==> config.mk <==
export PLATFORM = sky130hd
export DESIGN_NAME = timer_capture_compare_pair
export DESIGN_NICKNAME = d
export VERILOG_FILES = /design/src/pkg/tcc_pkg.sv /design/src/rtl/timer_capture_compare_pair.sv
export SDC_FILE = /design/constraint.sdc
export NUM_CORES = 1
export LEC_CHECK = 0
export ABC_AREA = 1
export BUFFER_PORTS_ARGS = -buffer_cell sky130_fd_sc_hd__clkbuf_2
export CELL_PAD_IN_SITES_DETAIL_PLACEMENT = 0
export CELL_PAD_IN_SITES_GLOBAL_PLACEMENT = 1
export CORE_MARGIN = 2
export CORE_UTILIZATION = 41
export CTS_CLUSTER_SIZE = 25
export DETAILED_ROUTE_END_ITERATION = 10
export MAX_ROUTING_LAYER = met4
export PLACE_DENSITY = 0.92
export REMOVE_ABC_BUFFERS = 1
export SETUP_SLACK_MARGIN = 0.1
export SLEW_MARGIN = 30
export SYNTH_ARGS = -nofsm -noshare
export SYNTH_HDL_FRONTEND = slang
export SYNTH_SLANG_ARGS = --single-unit
==> constraint.sdc <==
create_clock -name CLK_I -period 2.2 [get_ports CLK_I]
set_input_delay 0.11 -clock CLK_I [delete_from_list [all_inputs] [get_ports CLK_I]]
set_output_delay 0.11 -clock CLK_I [all_outputs]
set_load 0.05 [all_outputs]
==> src/pkg/tcc_pkg.sv <==
// constants shared by the capture/compare pair and its bench
package tcc_pkg;
	// ----------------------------------------
	// register byte offsets on the APB
	// ----------------------------------------
	localparam logic [7:0] OFS_CCA = 8'h00;
	localparam logic [7:0] OFS_CCB = 8'h04;
	localparam logic [7:0] OFS_CTRL = 8'h08;
	localparam logic [7:0] OFS_PRM = 8'h0C;
	localparam logic [7:0] OFS_MODE = 8'h10;
	localparam logic [7:0] OFS_CNT = 8'h14;
	// ----------------------------------------
	// field positions
	// ----------------------------------------
	localparam int CAP_SEL_A_BIT = 0;
	localparam int CAP_SOURCE_A_BIT = 1;
	localparam int CAP_SEL_B_BIT = 2;
	localparam int PIN_OUT_BIT = 3;
	localparam int EDGE_A_LO_BIT = 4;
	localparam int EDGE_B_LO_BIT = 6;
	localparam int ONE_SHOT_BIT = 2;
	// ----------------------------------------
	// encodings and reset values
	// ----------------------------------------
	localparam logic [1:0] EDGE_FALL = 2'h0;
	localparam logic [1:0] EDGE_RISE = 2'h1;
	localparam logic [1:0] EDGE_BOTH = 2'h3;
	localparam logic [1:0] MODE_STOP = 2'h0;
	localparam logic [1:0] MODE_FREE = 2'h1;
	localparam logic [1:0] MODE_CLR_EDGE = 2'h2;
	localparam logic [1:0] MODE_CLR_MATCH = 2'h3;
	localparam logic [15:0] CC_RESET = 16'h0000;
	localparam logic [3:0] CTRL_RESET = 4'h0;
	localparam logic [3:0] EDGE_RESET = 4'h0;
	localparam logic [1:0] MODE_RESET = 2'h0;
	localparam logic [15:0] CNT_RESET = 16'h0000;
	localparam logic [1:0] STRB_HALF = 2'h3;
endpackage

==> src/rtl/timer_capture_compare_pair.sv <==
// two 16-bit capture/compare registers on a 16-bit up-counter, APB slave
`timescale 1ns/1ps
// Behaviour
// - compare mode: register a compared to counter, match raises irq a, value held
// - control bit 0 selects capture for a; bit 1 picks input a (1) or b (0)
// - input a capturing into a uses opposite edge; field 11 means no capture
// - input b capturing into a: 00 falling, 01 rising, 11 both edges
// - prescaler mode bits 7:6 edge field of input b, bits 5:4 of input a
// - zero in a: irq a fires as counter steps 0000 to 0001 after wrap
// - zero in a: irq a also follows match, edge or one-shot clear
// - pin serving as input b never drives the timer output, and vice versa
// - read colliding with capture may return junk; captured value stays right
// - stop colliding with capture gives an unpredictable captured value
// - control bit 2 selects capture or compare for register b
// - compare mode: register b compared to counter, match raises irq b, value held
// - b captures on input a edges: 00 falling, 01 rising, 11 both
// - zero in b: irq b at 0000 to 0001 step and after any clear
// - writes to b while counting are accepted at once
// - reset clears both registers; each is written as one 16-bit access
// - control bit 0 decides capture or compare for register a
// - counter increments on each rising edge of CLK_I unless stopped or cleared
// - capture into a raises irq a
module timer_capture_compare_pair
	import tcc_pkg::*;
(
	input wire logic CLK_I,
	input wire logic NRST_I,
	input wire logic PSEL_I,
	input wire logic PENABLE_I,
	input wire logic PWRITE_I,
	input wire logic [7:0] PADDR_I,
	input wire logic [31:0] PWDATA_I,
	input wire logic [3:0] PSTRB_I,
	output logic PREADY_O,
	output logic [31:0] PRDATA_O,
	output logic PSLVERR_O,
	input wire logic TIMER_INPUT_A_I,
	input wire logic PIN_B_I,
	output logic PIN_B_O,
	output logic PIN_B_OE_O,
	output logic MATCH_IRQ_A_O,
	output logic MATCH_IRQ_B_O
);

	// ----------------------------------------
	// edge field decode
	// ----------------------------------------
	// 10 is never programmed, so it simply yields no event
	function automatic logic edge_hit(input logic [1:0] fld, input logic rise, input logic fall);
		logic hit;
		hit = 1'b0;
		unique case (fld)
			EDGE_FALL: hit = fall;
			EDGE_RISE: hit = rise;
			EDGE_BOTH: hit = rise | fall;
			default: hit = 1'b0;
		endcase
		return hit;
	endfunction

	// ----------------------------------------
	// state
	// ----------------------------------------
	logic [15:0] cca_q, cca_d;
	logic [15:0] ccb_q, ccb_d;
	logic [3:0] ctrl_q, ctrl_d;
	logic [3:0] edge_q, edge_d;
	logic [1:0] mode_q, mode_d;
	logic [15:0] cnt_q, cnt_d;
	logic [2:0] sync_a_q, sync_a_d;
	logic [2:0] sync_b_q, sync_b_d;
	logic irq_a_q, irq_a_d;
	logic irq_b_q, irq_b_d;
	logic tout_q, tout_d;
	logic [31:0] prdata_q, prdata_d;
	logic slverr_q, slverr_d;
	logic ready_q;

	// ----------------------------------------
	// decode of fields and bus phases
	// ----------------------------------------
	logic cap_sel_a, cap_source_a, cap_sel_b, pin_out;
	logic [1:0] edge_a, edge_b;
	logic setup, wr_acc, full_half, addr_ok;
	logic rise_a, fall_a, rise_b, fall_b;
	logic valid_a, cap_a, cap_b, running;
	logic match_a, match_b, one_shot, clr_cnt;

	assign cap_sel_a = ctrl_q[CAP_SEL_A_BIT];
	assign cap_source_a = ctrl_q[CAP_SOURCE_A_BIT];
	assign cap_sel_b = ctrl_q[CAP_SEL_B_BIT];
	assign pin_out = ctrl_q[PIN_OUT_BIT];
	assign edge_a = edge_q[1:0];
	assign edge_b = edge_q[3:2];
	assign setup = PSEL_I & ~PENABLE_I;
	assign wr_acc = PSEL_I & PENABLE_I & PWRITE_I;
	assign full_half = (PSTRB_I[1:0] == STRB_HALF);
	assign addr_ok = (PADDR_I == OFS_CCA) | (PADDR_I == OFS_CCB) | (PADDR_I == OFS_CTRL)
		| (PADDR_I == OFS_PRM) | (PADDR_I == OFS_MODE) | (PADDR_I == OFS_CNT);

	// edge detect reads only the second and third stages
	assign rise_a = sync_a_q[1] & ~sync_a_q[2];
	assign fall_a = ~sync_a_q[1] & sync_a_q[2];
	// while the shared pin drives the timer output its level is no input event
	assign rise_b = ~pin_out & sync_b_q[1] & ~sync_b_q[2];
	assign fall_b = ~pin_out & ~sync_b_q[1] & sync_b_q[2];

	assign valid_a = edge_hit(edge_a, rise_a, fall_a);

	// capture into a: input a on its opposite edge, input b on its own edge
	always_comb begin
		cap_a = 1'b0;
		if (cap_sel_a) begin
			if (cap_source_a) begin
				unique case (edge_a)
					EDGE_RISE: cap_a = fall_a;
					EDGE_FALL: cap_a = rise_a;
					default: cap_a = 1'b0;
				endcase
			end else begin
				cap_a = edge_hit(edge_b, rise_b, fall_b);
			end
		end
	end

	assign cap_b = cap_sel_b & valid_a;
	assign running = (mode_q != MODE_STOP);
	// a match is taken as the counter leaves the value, so a zero register
	// fires on the 0000 to 0001 step whether that follows a wrap or a clear
	assign match_a = running & ~cap_sel_a & (cnt_q == cca_q);
	assign match_b = running & ~cap_sel_b & (cnt_q == ccb_q);
	assign one_shot = wr_acc & (PADDR_I == OFS_MODE) & PWDATA_I[ONE_SHOT_BIT];
	assign clr_cnt = one_shot
		| ((mode_q == MODE_CLR_EDGE) & valid_a)
		| ((mode_q == MODE_CLR_MATCH) & match_a);

	// ----------------------------------------
	// counter
	// ----------------------------------------
	// stop mode holds the counter at zero
	always_comb begin
		cnt_d = cnt_q;
		if (!running) begin
			cnt_d = CNT_RESET;
		end else if (clr_cnt) begin
			cnt_d = CNT_RESET;
		end else begin
			cnt_d = cnt_q + 16'h0001;
		end
	end

	// ----------------------------------------
	// synchronisers
	// ----------------------------------------
	always_comb begin
		sync_a_d = {sync_a_q[1:0], TIMER_INPUT_A_I};
		sync_b_d = {sync_b_q[1:0], PIN_B_I};
	end

	// ----------------------------------------
	// capture/compare registers
	// ----------------------------------------
	// capture beats a software write in the same cycle; the write is lost,
	// which only happens when software ignores the running counter
	always_comb begin
		cca_d = cca_q;
		ccb_d = ccb_q;
		if (cap_a) begin
			cca_d = cnt_q;
		end else if (wr_acc && PADDR_I == OFS_CCA && full_half) begin
			cca_d = PWDATA_I[15:0];
		end
		if (cap_b) begin
			ccb_d = cnt_q;
		end else if (wr_acc && PADDR_I == OFS_CCB && full_half) begin
			ccb_d = PWDATA_I[15:0];
		end
	end

	// ----------------------------------------
	// control, edge and mode registers
	// ----------------------------------------
	always_comb begin
		ctrl_d = ctrl_q;
		edge_d = edge_q;
		mode_d = mode_q;
		if (wr_acc && PSTRB_I[0]) begin
			if (PADDR_I == OFS_CTRL) begin
				ctrl_d = PWDATA_I[3:0];
			end
			if (PADDR_I == OFS_PRM) begin
				edge_d = PWDATA_I[7:EDGE_A_LO_BIT];
			end
			if (PADDR_I == OFS_MODE) begin
				mode_d = PWDATA_I[1:0];
			end
		end
	end

	// ----------------------------------------
	// interrupts and timer output
	// ----------------------------------------
	always_comb begin
		irq_a_d = match_a | cap_a;
		irq_b_d = match_b;
		tout_d = tout_q;
		if (!running) begin
			tout_d = 1'b0;
		end else if (match_a | match_b) begin
			tout_d = ~tout_q;
		end
	end

	// ----------------------------------------
	// APB read path
	// ----------------------------------------
	// read data is built in the setup cycle so it leaves a flop; a read that
	// meets a capture returns the old value, the capture still lands
	always_comb begin
		prdata_d = prdata_q;
		slverr_d = slverr_q;
		if (setup) begin
			prdata_d = 32'h0000_0000;
			slverr_d = ~addr_ok;
			if (!PWRITE_I) begin
				unique case (PADDR_I)
					OFS_CCA: prdata_d[15:0] = cca_q;
					OFS_CCB: prdata_d[15:0] = ccb_q;
					OFS_CTRL: prdata_d[3:0] = ctrl_q;
					OFS_PRM: prdata_d[7:EDGE_A_LO_BIT] = edge_q;
					OFS_MODE: prdata_d[1:0] = mode_q;
					OFS_CNT: prdata_d[15:0] = cnt_q;
					default: prdata_d = 32'h0000_0000;
				endcase
			end
		end
	end

	// ----------------------------------------
	// registers
	// ----------------------------------------
	always_ff @(posedge CLK_I or negedge NRST_I) begin
		if (!NRST_I) begin
			cca_q <= CC_RESET;
			ccb_q <= CC_RESET;
			ctrl_q <= CTRL_RESET;
			edge_q <= EDGE_RESET;
			mode_q <= MODE_RESET;
			cnt_q <= CNT_RESET;
			sync_a_q <= 3'h0;
			sync_b_q <= 3'h0;
			irq_a_q <= 1'b0;
			irq_b_q <= 1'b0;
			tout_q <= 1'b0;
			prdata_q <= 32'h0000_0000;
			slverr_q <= 1'b0;
			ready_q <= 1'b0;
		end else begin
			cca_q <= cca_d;
			ccb_q <= ccb_d;
			ctrl_q <= ctrl_d;
			edge_q <= edge_d;
			mode_q <= mode_d;
			cnt_q <= cnt_d;
			sync_a_q <= sync_a_d;
			sync_b_q <= sync_b_d;
			irq_a_q <= irq_a_d;
			irq_b_q <= irq_b_d;
			tout_q <= tout_d;
			prdata_q <= prdata_d;
			slverr_q <= slverr_d;
			ready_q <= 1'b1;
		end
	end

	// ----------------------------------------
	// outputs, all from flops
	// ----------------------------------------
	assign PREADY_O = ready_q;
	assign PRDATA_O = prdata_q;
	assign PSLVERR_O = slverr_q;
	assign MATCH_IRQ_A_O = irq_a_q;
	assign MATCH_IRQ_B_O = irq_b_q;
	assign PIN_B_O = tout_q;
	assign PIN_B_OE_O = ctrl_q[PIN_OUT_BIT];

endmodule // timer_capture_compare_pair

==> results of run 1 <==
[power groups by stage]
stage / Sequential (mW) / Combinational, mW / Clock (mW)
floorplan: 1.63 / 0.125 / 0
global placement: 1.61 / 0.250 / 0
detailed placement: 1.62 / 0.254 / 0
CTS: 1.59 / 0.258 / 1.56
global route: 1.59 / 0.282 / 1.63
finish: 1.59 / 0.257 / 1.54
[registers in the layout (all words and copies together) (netlist names)]
signal	flops
MATCH_IRQ_A_O	1
ccb_q	16
MATCH_IRQ_B_O	1
sync_a_q	3
cnt_q	16
sync_b_q	3
PSLVERR_O	1
PRDATA_O	16
PREADY_O	1
edge_q	4
cca_q	16
ctrl_q	4
PIN_B_O	1
mode_q	2
[cells in the final DEF, fill, tap and decap left out, types with 3 or more instances in the layout]
master | Yosys | final
nand3_1 | 69 | 69
o221ai_1 | 17 | 17
xor2_1 | 12 | 12
clkbuf_16 | 0 | 9
dlygate4sd3_1 | 0 | 3
o22ai_1 | 14 | 14
a21oi_1 | 8 | 8
nor2_1 | 67 | 67
ha_1 | 3 | 3
buf_4 | 19 | 7
nor3_1 | 4 | 4
nand2_1 | 182 | 182
inv_2 | 4 | 4
clkinv_2 | 0 | 4
nor2_2 | 4 | 4
o21ai_0 | 30 | 30
inv_1 | 79 | 79
o211ai_1 | 17 | 17
nor4_1 | 3 | 3
nand4_1 | 9 | 9
dfrtp_1 | 85 | 85
conb_1 | 2 | 17
clkbuf_2 | 0 | 53
[critical path, delay by kind of cell (launching register included)]
family	cells	cell delay (ns)
AOI/OAI and AO/OA	2	0.42
adders and majority gates	1	0.28
buffers and inverters	2	0.31
and+or+nand+nor	2	0.31
DFF	1	0.36
[logic make-up (layout without fill, tap and decap cells)]
logic type / after synthesis / in the layout / synth area share [%]
buf+inv: 121 / 166 / 11.29
other cells: 2 / 17 / 0.1516
fa+ha+maj: 3 / 3 / 0.7578
xor+xnor: 13 / 13 / 2.299
flops: 85 / 85 / 42.94
simple gates: 350 / 350 / 30.61
compound gates: 90 / 90 / 11.95
[routing by layer]
metal,up-vias,track usage [%]
li1,2243,-
met1,2256,29.27
met2,170,34.13
met3,32,4.304
met4,0,9.512
met5,-,-
[final timing paths]
kind	start	end	slack [ns]	cells past startpoint
worst max-delay path	sync_a_q[1]$_DFF_PN0_	ccb_q[10]$_DFFE_PN0P_	0.36	7
worst min-delay path	PWDATA_I[12]	ccb_q[12]$_DFFE_PN0P_	0.03	3
worst max register to register	sync_a_q[1]$_DFF_PN0_	ccb_q[10]$_DFFE_PN0P_	0.36	7
worst min register to register	sync_a_q[0]$_DFF_PN0_	sync_a_q[1]$_DFF_PN0_	0.35	0
max in group asynchronous	NRST_I	ccb_q[7]$_DFFE_PN0P_	1.35	3
min in group asynchronous	NRST_I	PRDATA_O[1]$_DFFE_PN0P_	0.19	2
[through the flow]
stage          power [mW]  hold WS, ns  setup slack [ns]  instance area [sq um]
2_1_floorplan       1.751      -0.1856            0.2294                   4772
3_3_place_gp        1.865     0.009587            0.4041                   5314
3_5_place_dp        1.869      0.01212            0.3642                   5314
4_1_cts             3.401      0.02829            0.3546                   5637
5_1_grt             3.495      0.04426            0.1663                   5637
6_report            3.381      0.02928            0.3552                   5637
[area by class of cell]
class	count	area share, %
Clock buffer	11	4.306
Inverter	85	5.705
Multi-Input combinational cell	473	41.22
Timing Repair Buffer	65	6.881
Tap cell	147	3.263
Sequential cell	85	37.74
Clock inverter	5	0.8879
[what timing repair did]
| item | 4_1_cts | 5_1_grt |
|---|---|---|
| endpoints found under the setup margin | 0 | 0 |
| hold buffers | 3 | 0 |
| hold endpoints to repair | 21 | 0 |
==> flow_summary_export.csv, run 1 <==
group,metric,value,unit
route,drt_wl_total,13.31,mm
clock_tree,post_cts_buffers,0,
layout,stdcell_count,871,
floorplanning,core_area,11910,sq um
sta,fin_skew,0.007905,ns
placement,dp_hpwl,9.550,mm
logic_synthesis,synth-main-ff-cell,"dfrtp_1",
worst_setup_path,worstPathRequired,2.39,ns
logic_synthesis,yosys_warnings,0,
power_and_ir_drop,seqPwrFrac,46.9,%
route,via_per_inst,5.397,
logic_synthesis,yosysMostFrequentCell,"nand2_1",
grt,overflow,0,
worst_setup_path,cp_max_fo,18,
grt,grt_pass1_wl,21.92,mm
power_and_ir_drop,p_int,2.537,mW
layout,areaGrowthSynthToFinish,13.79,%
floorplanning,rows,40,
layout,nFillCells,1198,
sta,hold_viol_final,0,
floorplanning,ios,89,
power_and_ir_drop,swShare,24.95,%
power_and_ir_drop,combPwrFrac,7.6,%
worst_setup_path,critPathLaunchType,"flop",
route,wl_met2,6.172,mm
worst_setup_path,critPathCaptureType,"flop",
sta,clock.fmax,0.5421,GHz
clock_tree,cts-resized-gates,0,
route,wl_per_cell,15.28,um
route,final_antenna_net_count,0,
logic_synthesis,synth-edff-count,0,
clock_tree,cts_tree,"built",
power_and_ir_drop,ir_worst_vdd,0.0003134,V
sta,fin_crit_sh,83.86,%
clock_tree,clock_latency,0.35,ns
placement,port_buffers,54,
power_and_ir_drop,leakagePower,2.905,nW
grt,grt_max_degree,67,
clock_tree,clockBufferDepth,2,
logic_synthesis,syn_area_per_cell,7.460,sq um
logic_synthesis,netlist_instances,664,
sta,slew_violations,0,
run,maxCapViolCount,0,
clock_tree,clock_sinks,85,
layout,layout.nets,773,
clock_tree,h-tree-depth,3,
route,route.met3.wl,835,um
status,outcome,"finished, final reports clean",
worst_hold_path,hold_class,"in2reg",
worst_setup_path,path_class,"reg2reg",
layout,antenna_cells,0,
sta,finalSetupTns,0,ns
power_and_ir_drop,clkPwrFrac,45.5,%
route,drc_errors,0,
worst_setup_path,path_cells,"inv_1 > ha_1 > o211ai_1 > nand2_1 > buf_4 > nand3_1 > o221ai_1",
grt,antenna_found_initial,0,
placement,dp.cells,852,
sta,worst_pin_slew,0.5580,ns
sta,setup_viol,0,
logic_synthesis,synthTopCellsByCount,"nand2_1 (182), dfrtp_1 (85), inv_1 (79)",
sta,rsz0062_at_grt,"no",
worst_setup_path,cp.arrival,2.04,ns
grt,track_usage,22.36,%
floorplanning,die_x,113.9,um
logic_synthesis,synthArstFlopShare,100.0,%
route,drt-pass1-iter-count,5,
route,top_layer,"met4",
worst_setup_path,critPathMaxStageDelay,0.36,ns
logic_synthesis,synth_seq_area_share,42.94,%
route,drt_iter0_markers,255,
route,met1_length,5.886,mm
logic_synthesis,synthDistinctLibCells,36,
floorplanning,die_y,113.9,um
clock_tree,root_buffer,"clkbuf_16",
layout,drive_gt1_share,13.40,%
layout,regArea,2127,sq um
layout,multi_input_area,2323,sq um
logic_synthesis,synth_top_area_share,42.94,%
floorplanning,die_area,12980,sq um
clock_tree,cts_made_buffers,9,
route,num_vias,4701,
clock_tree,cts.clk_slew.worst_paths,0.06,ns
grt,grt_pass1_vias,4459,
worst_setup_path,critPathSlowestCell,"dfrtp_1",
layout,final_util,47.32,%
sta,finalCriticalPeriod,1.845,ns
floorplanning,initial_core_util,41.59,%
sta,slew_headroom,62.66,%
logic_synthesis,synth_area,4954,sq um
placement,gp_congestion,0.9476,
logic_synthesis,ys_ff_latch,85,
logic_synthesis,synthTopCellsByArea,"dfrtp_1 (43%), nand2_1 (14%), nand3_1 (7.0%)",
power_and_ir_drop,p_sw,843.6,uW
logic_synthesis,synth_area_leader_cell,"dfrtp_1",
power_and_ir_drop,power_density,599.8,nW/um^2
Note: power is estimated with default switching activity, not from simulation.
==> run 2, diff against run 1 <==
--- a/config.mk
+++ b/config.mk
@@ -10,11 +10,11 @@
 export CELL_PAD_IN_SITES_DETAIL_PLACEMENT = 0
 export CELL_PAD_IN_SITES_GLOBAL_PLACEMENT = 1
 export CORE_MARGIN = 2
-export CORE_UTILIZATION = 41
+export CORE_UTILIZATION = 37
 export CTS_CLUSTER_SIZE = 25
 export DETAILED_ROUTE_END_ITERATION = 10
 export MAX_ROUTING_LAYER = met4
-export PLACE_DENSITY = 0.92
+export PLACE_DENSITY = 0.88
 export REMOVE_ABC_BUFFERS = 1
 export SETUP_SLACK_MARGIN = 0.1
 export SLEW_MARGIN = 30
==> constraint.sdc (replaced) <==
create_clock -name CLK_I -period 1.5 [get_ports CLK_I]
set_input_delay 0.075 -clock CLK_I [delete_from_list [all_inputs] [get_ports CLK_I]]
set_output_delay 0.075 -clock CLK_I [all_outputs]
set_load 0.05 [all_outputs]
==> run 2 against run 1 <==
The flow now finishes with violations (setup timing). Clock-buffer cell count fell by 1. Non-clock buffer count up 96. Cell count rose by 14%. Via count up 10%. Sequential power rose by 47%. Register-to-register slack got worse by 0.61 ns. Largest cell class unchanged.
==> flow_summary_export.csv, run 2 (same netlist as run 1, synthesis figures left out) <==
group,metric,value,unit
sta,hold-worst-slack,0.004124,ns
sta,hold_viol_final,0,
grt,overflow,0,
floorplanning,ios,89,
sta,slew_violations,0,
layout,final_util,53.81,%
grt,grt_pass1_vias,4915,
layout,multi_input_area,2670,sq um
route,drc_errors,0,
route,drt_iter0_markers,317,
sta,clock.fmax,0.5701,GHz
clock_tree,cts_tree,"built",
sta,fin_skew,0.004966,ns
layout,final_common_cell,"nand2_1",
worst_setup_path,critPathCaptureType,"flop",
route,final_antenna_net_count,0,
sta,setup_viol,50,
worst_setup_path,cp.arrival,1.96,ns
layout,regArea,2130,sq um
route,num_vias,5188,
route,wl_per_cell,16.98,um
floorplanning,die_area,14330,sq um
route,drt_wl_total,16.91,mm
route,via_per_inst,5.209,
layout,antenna_cells,0,
clock_tree,clock_latency,0.35,ns
grt,grt_max_degree,36,
power_and_ir_drop,total_power,5.030,mW
sta,fin_ws,-0.2541,ns
floorplanning,initial_core_util,37.70,%
placement,gp_congestion,0.8752,
layout,areaGrowthSynthToFinish,42.71,%
run,maxCapViolCount,0,
worst_setup_path,cp_top_family,"compound AO/OA/AOI/OAI gates",
worst_setup_path,cp_max_fo,8,
status,violations,"setup timing",
placement,port_buffers,54,
status,outcome,"finished with violations",
clock_tree,clockBufferDepth,2,
clock_tree,cts_made_buffers,9,
worst_setup_path,critPathSlowestCell,"dfrtp_1",
layout,layout.nets,870,
route,drt-pass1-iter-count,5,
worst_setup_path,critPathMaxStageDelay,0.35,ns
power_and_ir_drop,power_density,711.6,nW/um^2
clock_tree,root_buffer,"clkbuf_16",
floorplanning,rows,42,
worst_hold_path,hold_class,"in2reg",
placement,dp_hpwl,10.43,mm
layout,layout_common_cells,"nand2_1 (158), dfrtp_1 (83), inv_1 (71), buf_4 (67), nor2_1 (57)",
layout,nFillCells,1166,
worst_setup_path,worstPathRequired,1.70,ns
grt,antenna_found_initial,0,
worst_setup_path,path_class,"reg2reg",
clock_tree,cts.clk_slew.worst_paths,0.06,ns
floorplanning,core_area,13140,sq um
floorplanning,die_x,119.7,um
grt,grt_pass1_wl,25.62,mm
clock_tree,h-tree-depth,3,
sta,rsz0062_at_grt,"yes",
power_and_ir_drop,ir_worst_vdd,0.0003881,V
clock_tree,clock_sinks,85,
power_and_ir_drop,leakagePower,3.562,nW
sta,fin_crit_sh,116.9,%
sta,finalCriticalPeriod,1.754,ns
worst_setup_path,path_cells,"inv_1 > ha_1 > o211ai_1 > nand2_2 > buf_8 > o21ai_4 > o221ai_1",
sta,finalSetupTns,-8.283,ns
floorplanning,die_y,119.7,um
grt,track_usage,23.78,%
layout,drive_gt1_share,31.83,%
placement,pre_cts_slack,-0.2285,ns
worst_setup_path,critPathLaunchType,"flop",
worst_setup_path,critPathBufInv,2,
## run 2: changes by cell type in the layout (fill, tap and decap cells not counted), sizes merged
cell         change
buf             +93
clkinv           -1
clkinvlp         +1
o21ai            +1
dlygate4sd3      +2
## run 2: tightest hold or removal path: stages
cell	delay (ns)
clkbuf_2	0.10
nand3_1	0.07
o221ai_1	0.07
## run 2: path summary, 6_finish.rpt
check | startpoint | end | slack [ns] | depth (start not counted)
hold / removal | PWDATA_I[11] | ccb_q[11]$_DFFE_PN0P_ | 0.004 | 3
setup reg to reg | sync_a_q[1]$_DFF_PN0_ | ccb_q[2]$_DFFE_PN0P_ | -0.25 | 7
max in group asynchronous | NRST_I | cnt_q[7]$_DFF_PN0_ | 0.77 | 3
setup / recovery | sync_a_q[1]$_DFF_PN0_ | ccb_q[2]$_DFFE_PN0P_ | -0.25 | 7
min in group asynchronous | NRST_I | PRDATA_O[0]$_DFFE_PN0P_ | 0.19 | 2
hold reg to reg | sync_a_q[0]$_DFF_PN0_ | sync_a_q[1]$_DFF_PN0_ | 0.36 | 0
## run 2: where the power goes
group | internal [mW] | total, mW | switching (mW)
combinational | 0.148 | 0.491 | 0.344
clock | 1.27 | 2.21 | 0.940
sequential | 2.31 | 2.33 | 0.0134
## run 2: what timing repair did
item / CTS / global route
endpoints found under the hold margin: 54 / 0
endpoints found under the setup margin: 51 / 51
cloned: 7 / 2
pin swaps: 23 / 28
gates resized for setup: 46 / 74
setup buffers: 4 / 10
hold buffers: 5 / 0
## run 2: cell type report
| type | count | area share [%] |
|---|---|---|
| inverters | 85 | 4.549 |
| repair buffers | 161 | 20.46 |
| flip-flops and latches | 85 | 30.12 |
| clock buffers | 10 | 3.239 |
| well taps | 176 | 3.115 |
| multi-input cells | 474 | 37.77 |
| clock inverters | 5 | 0.7434 |
## run 2: metal layers
| metal | part of all wire (%) | track usage [%] |
|---|---|---|
| met1 | 42 | 30.62 |
| met2 | 48 | 38.07 |
| met3 | 6.3 | 3.802 |
| met4 | 3.6 | 8.676 |
| met5 | 0 | - |
## run 2: stage by stage
stage          cells  cell area, sq um
6_report         996              7069
5_1_grt          996              7069
4_1_cts          986              6656
3_5_place_dp     955              5968
3_3_place_gp     955              5968
2_1_floorplan    643              4772
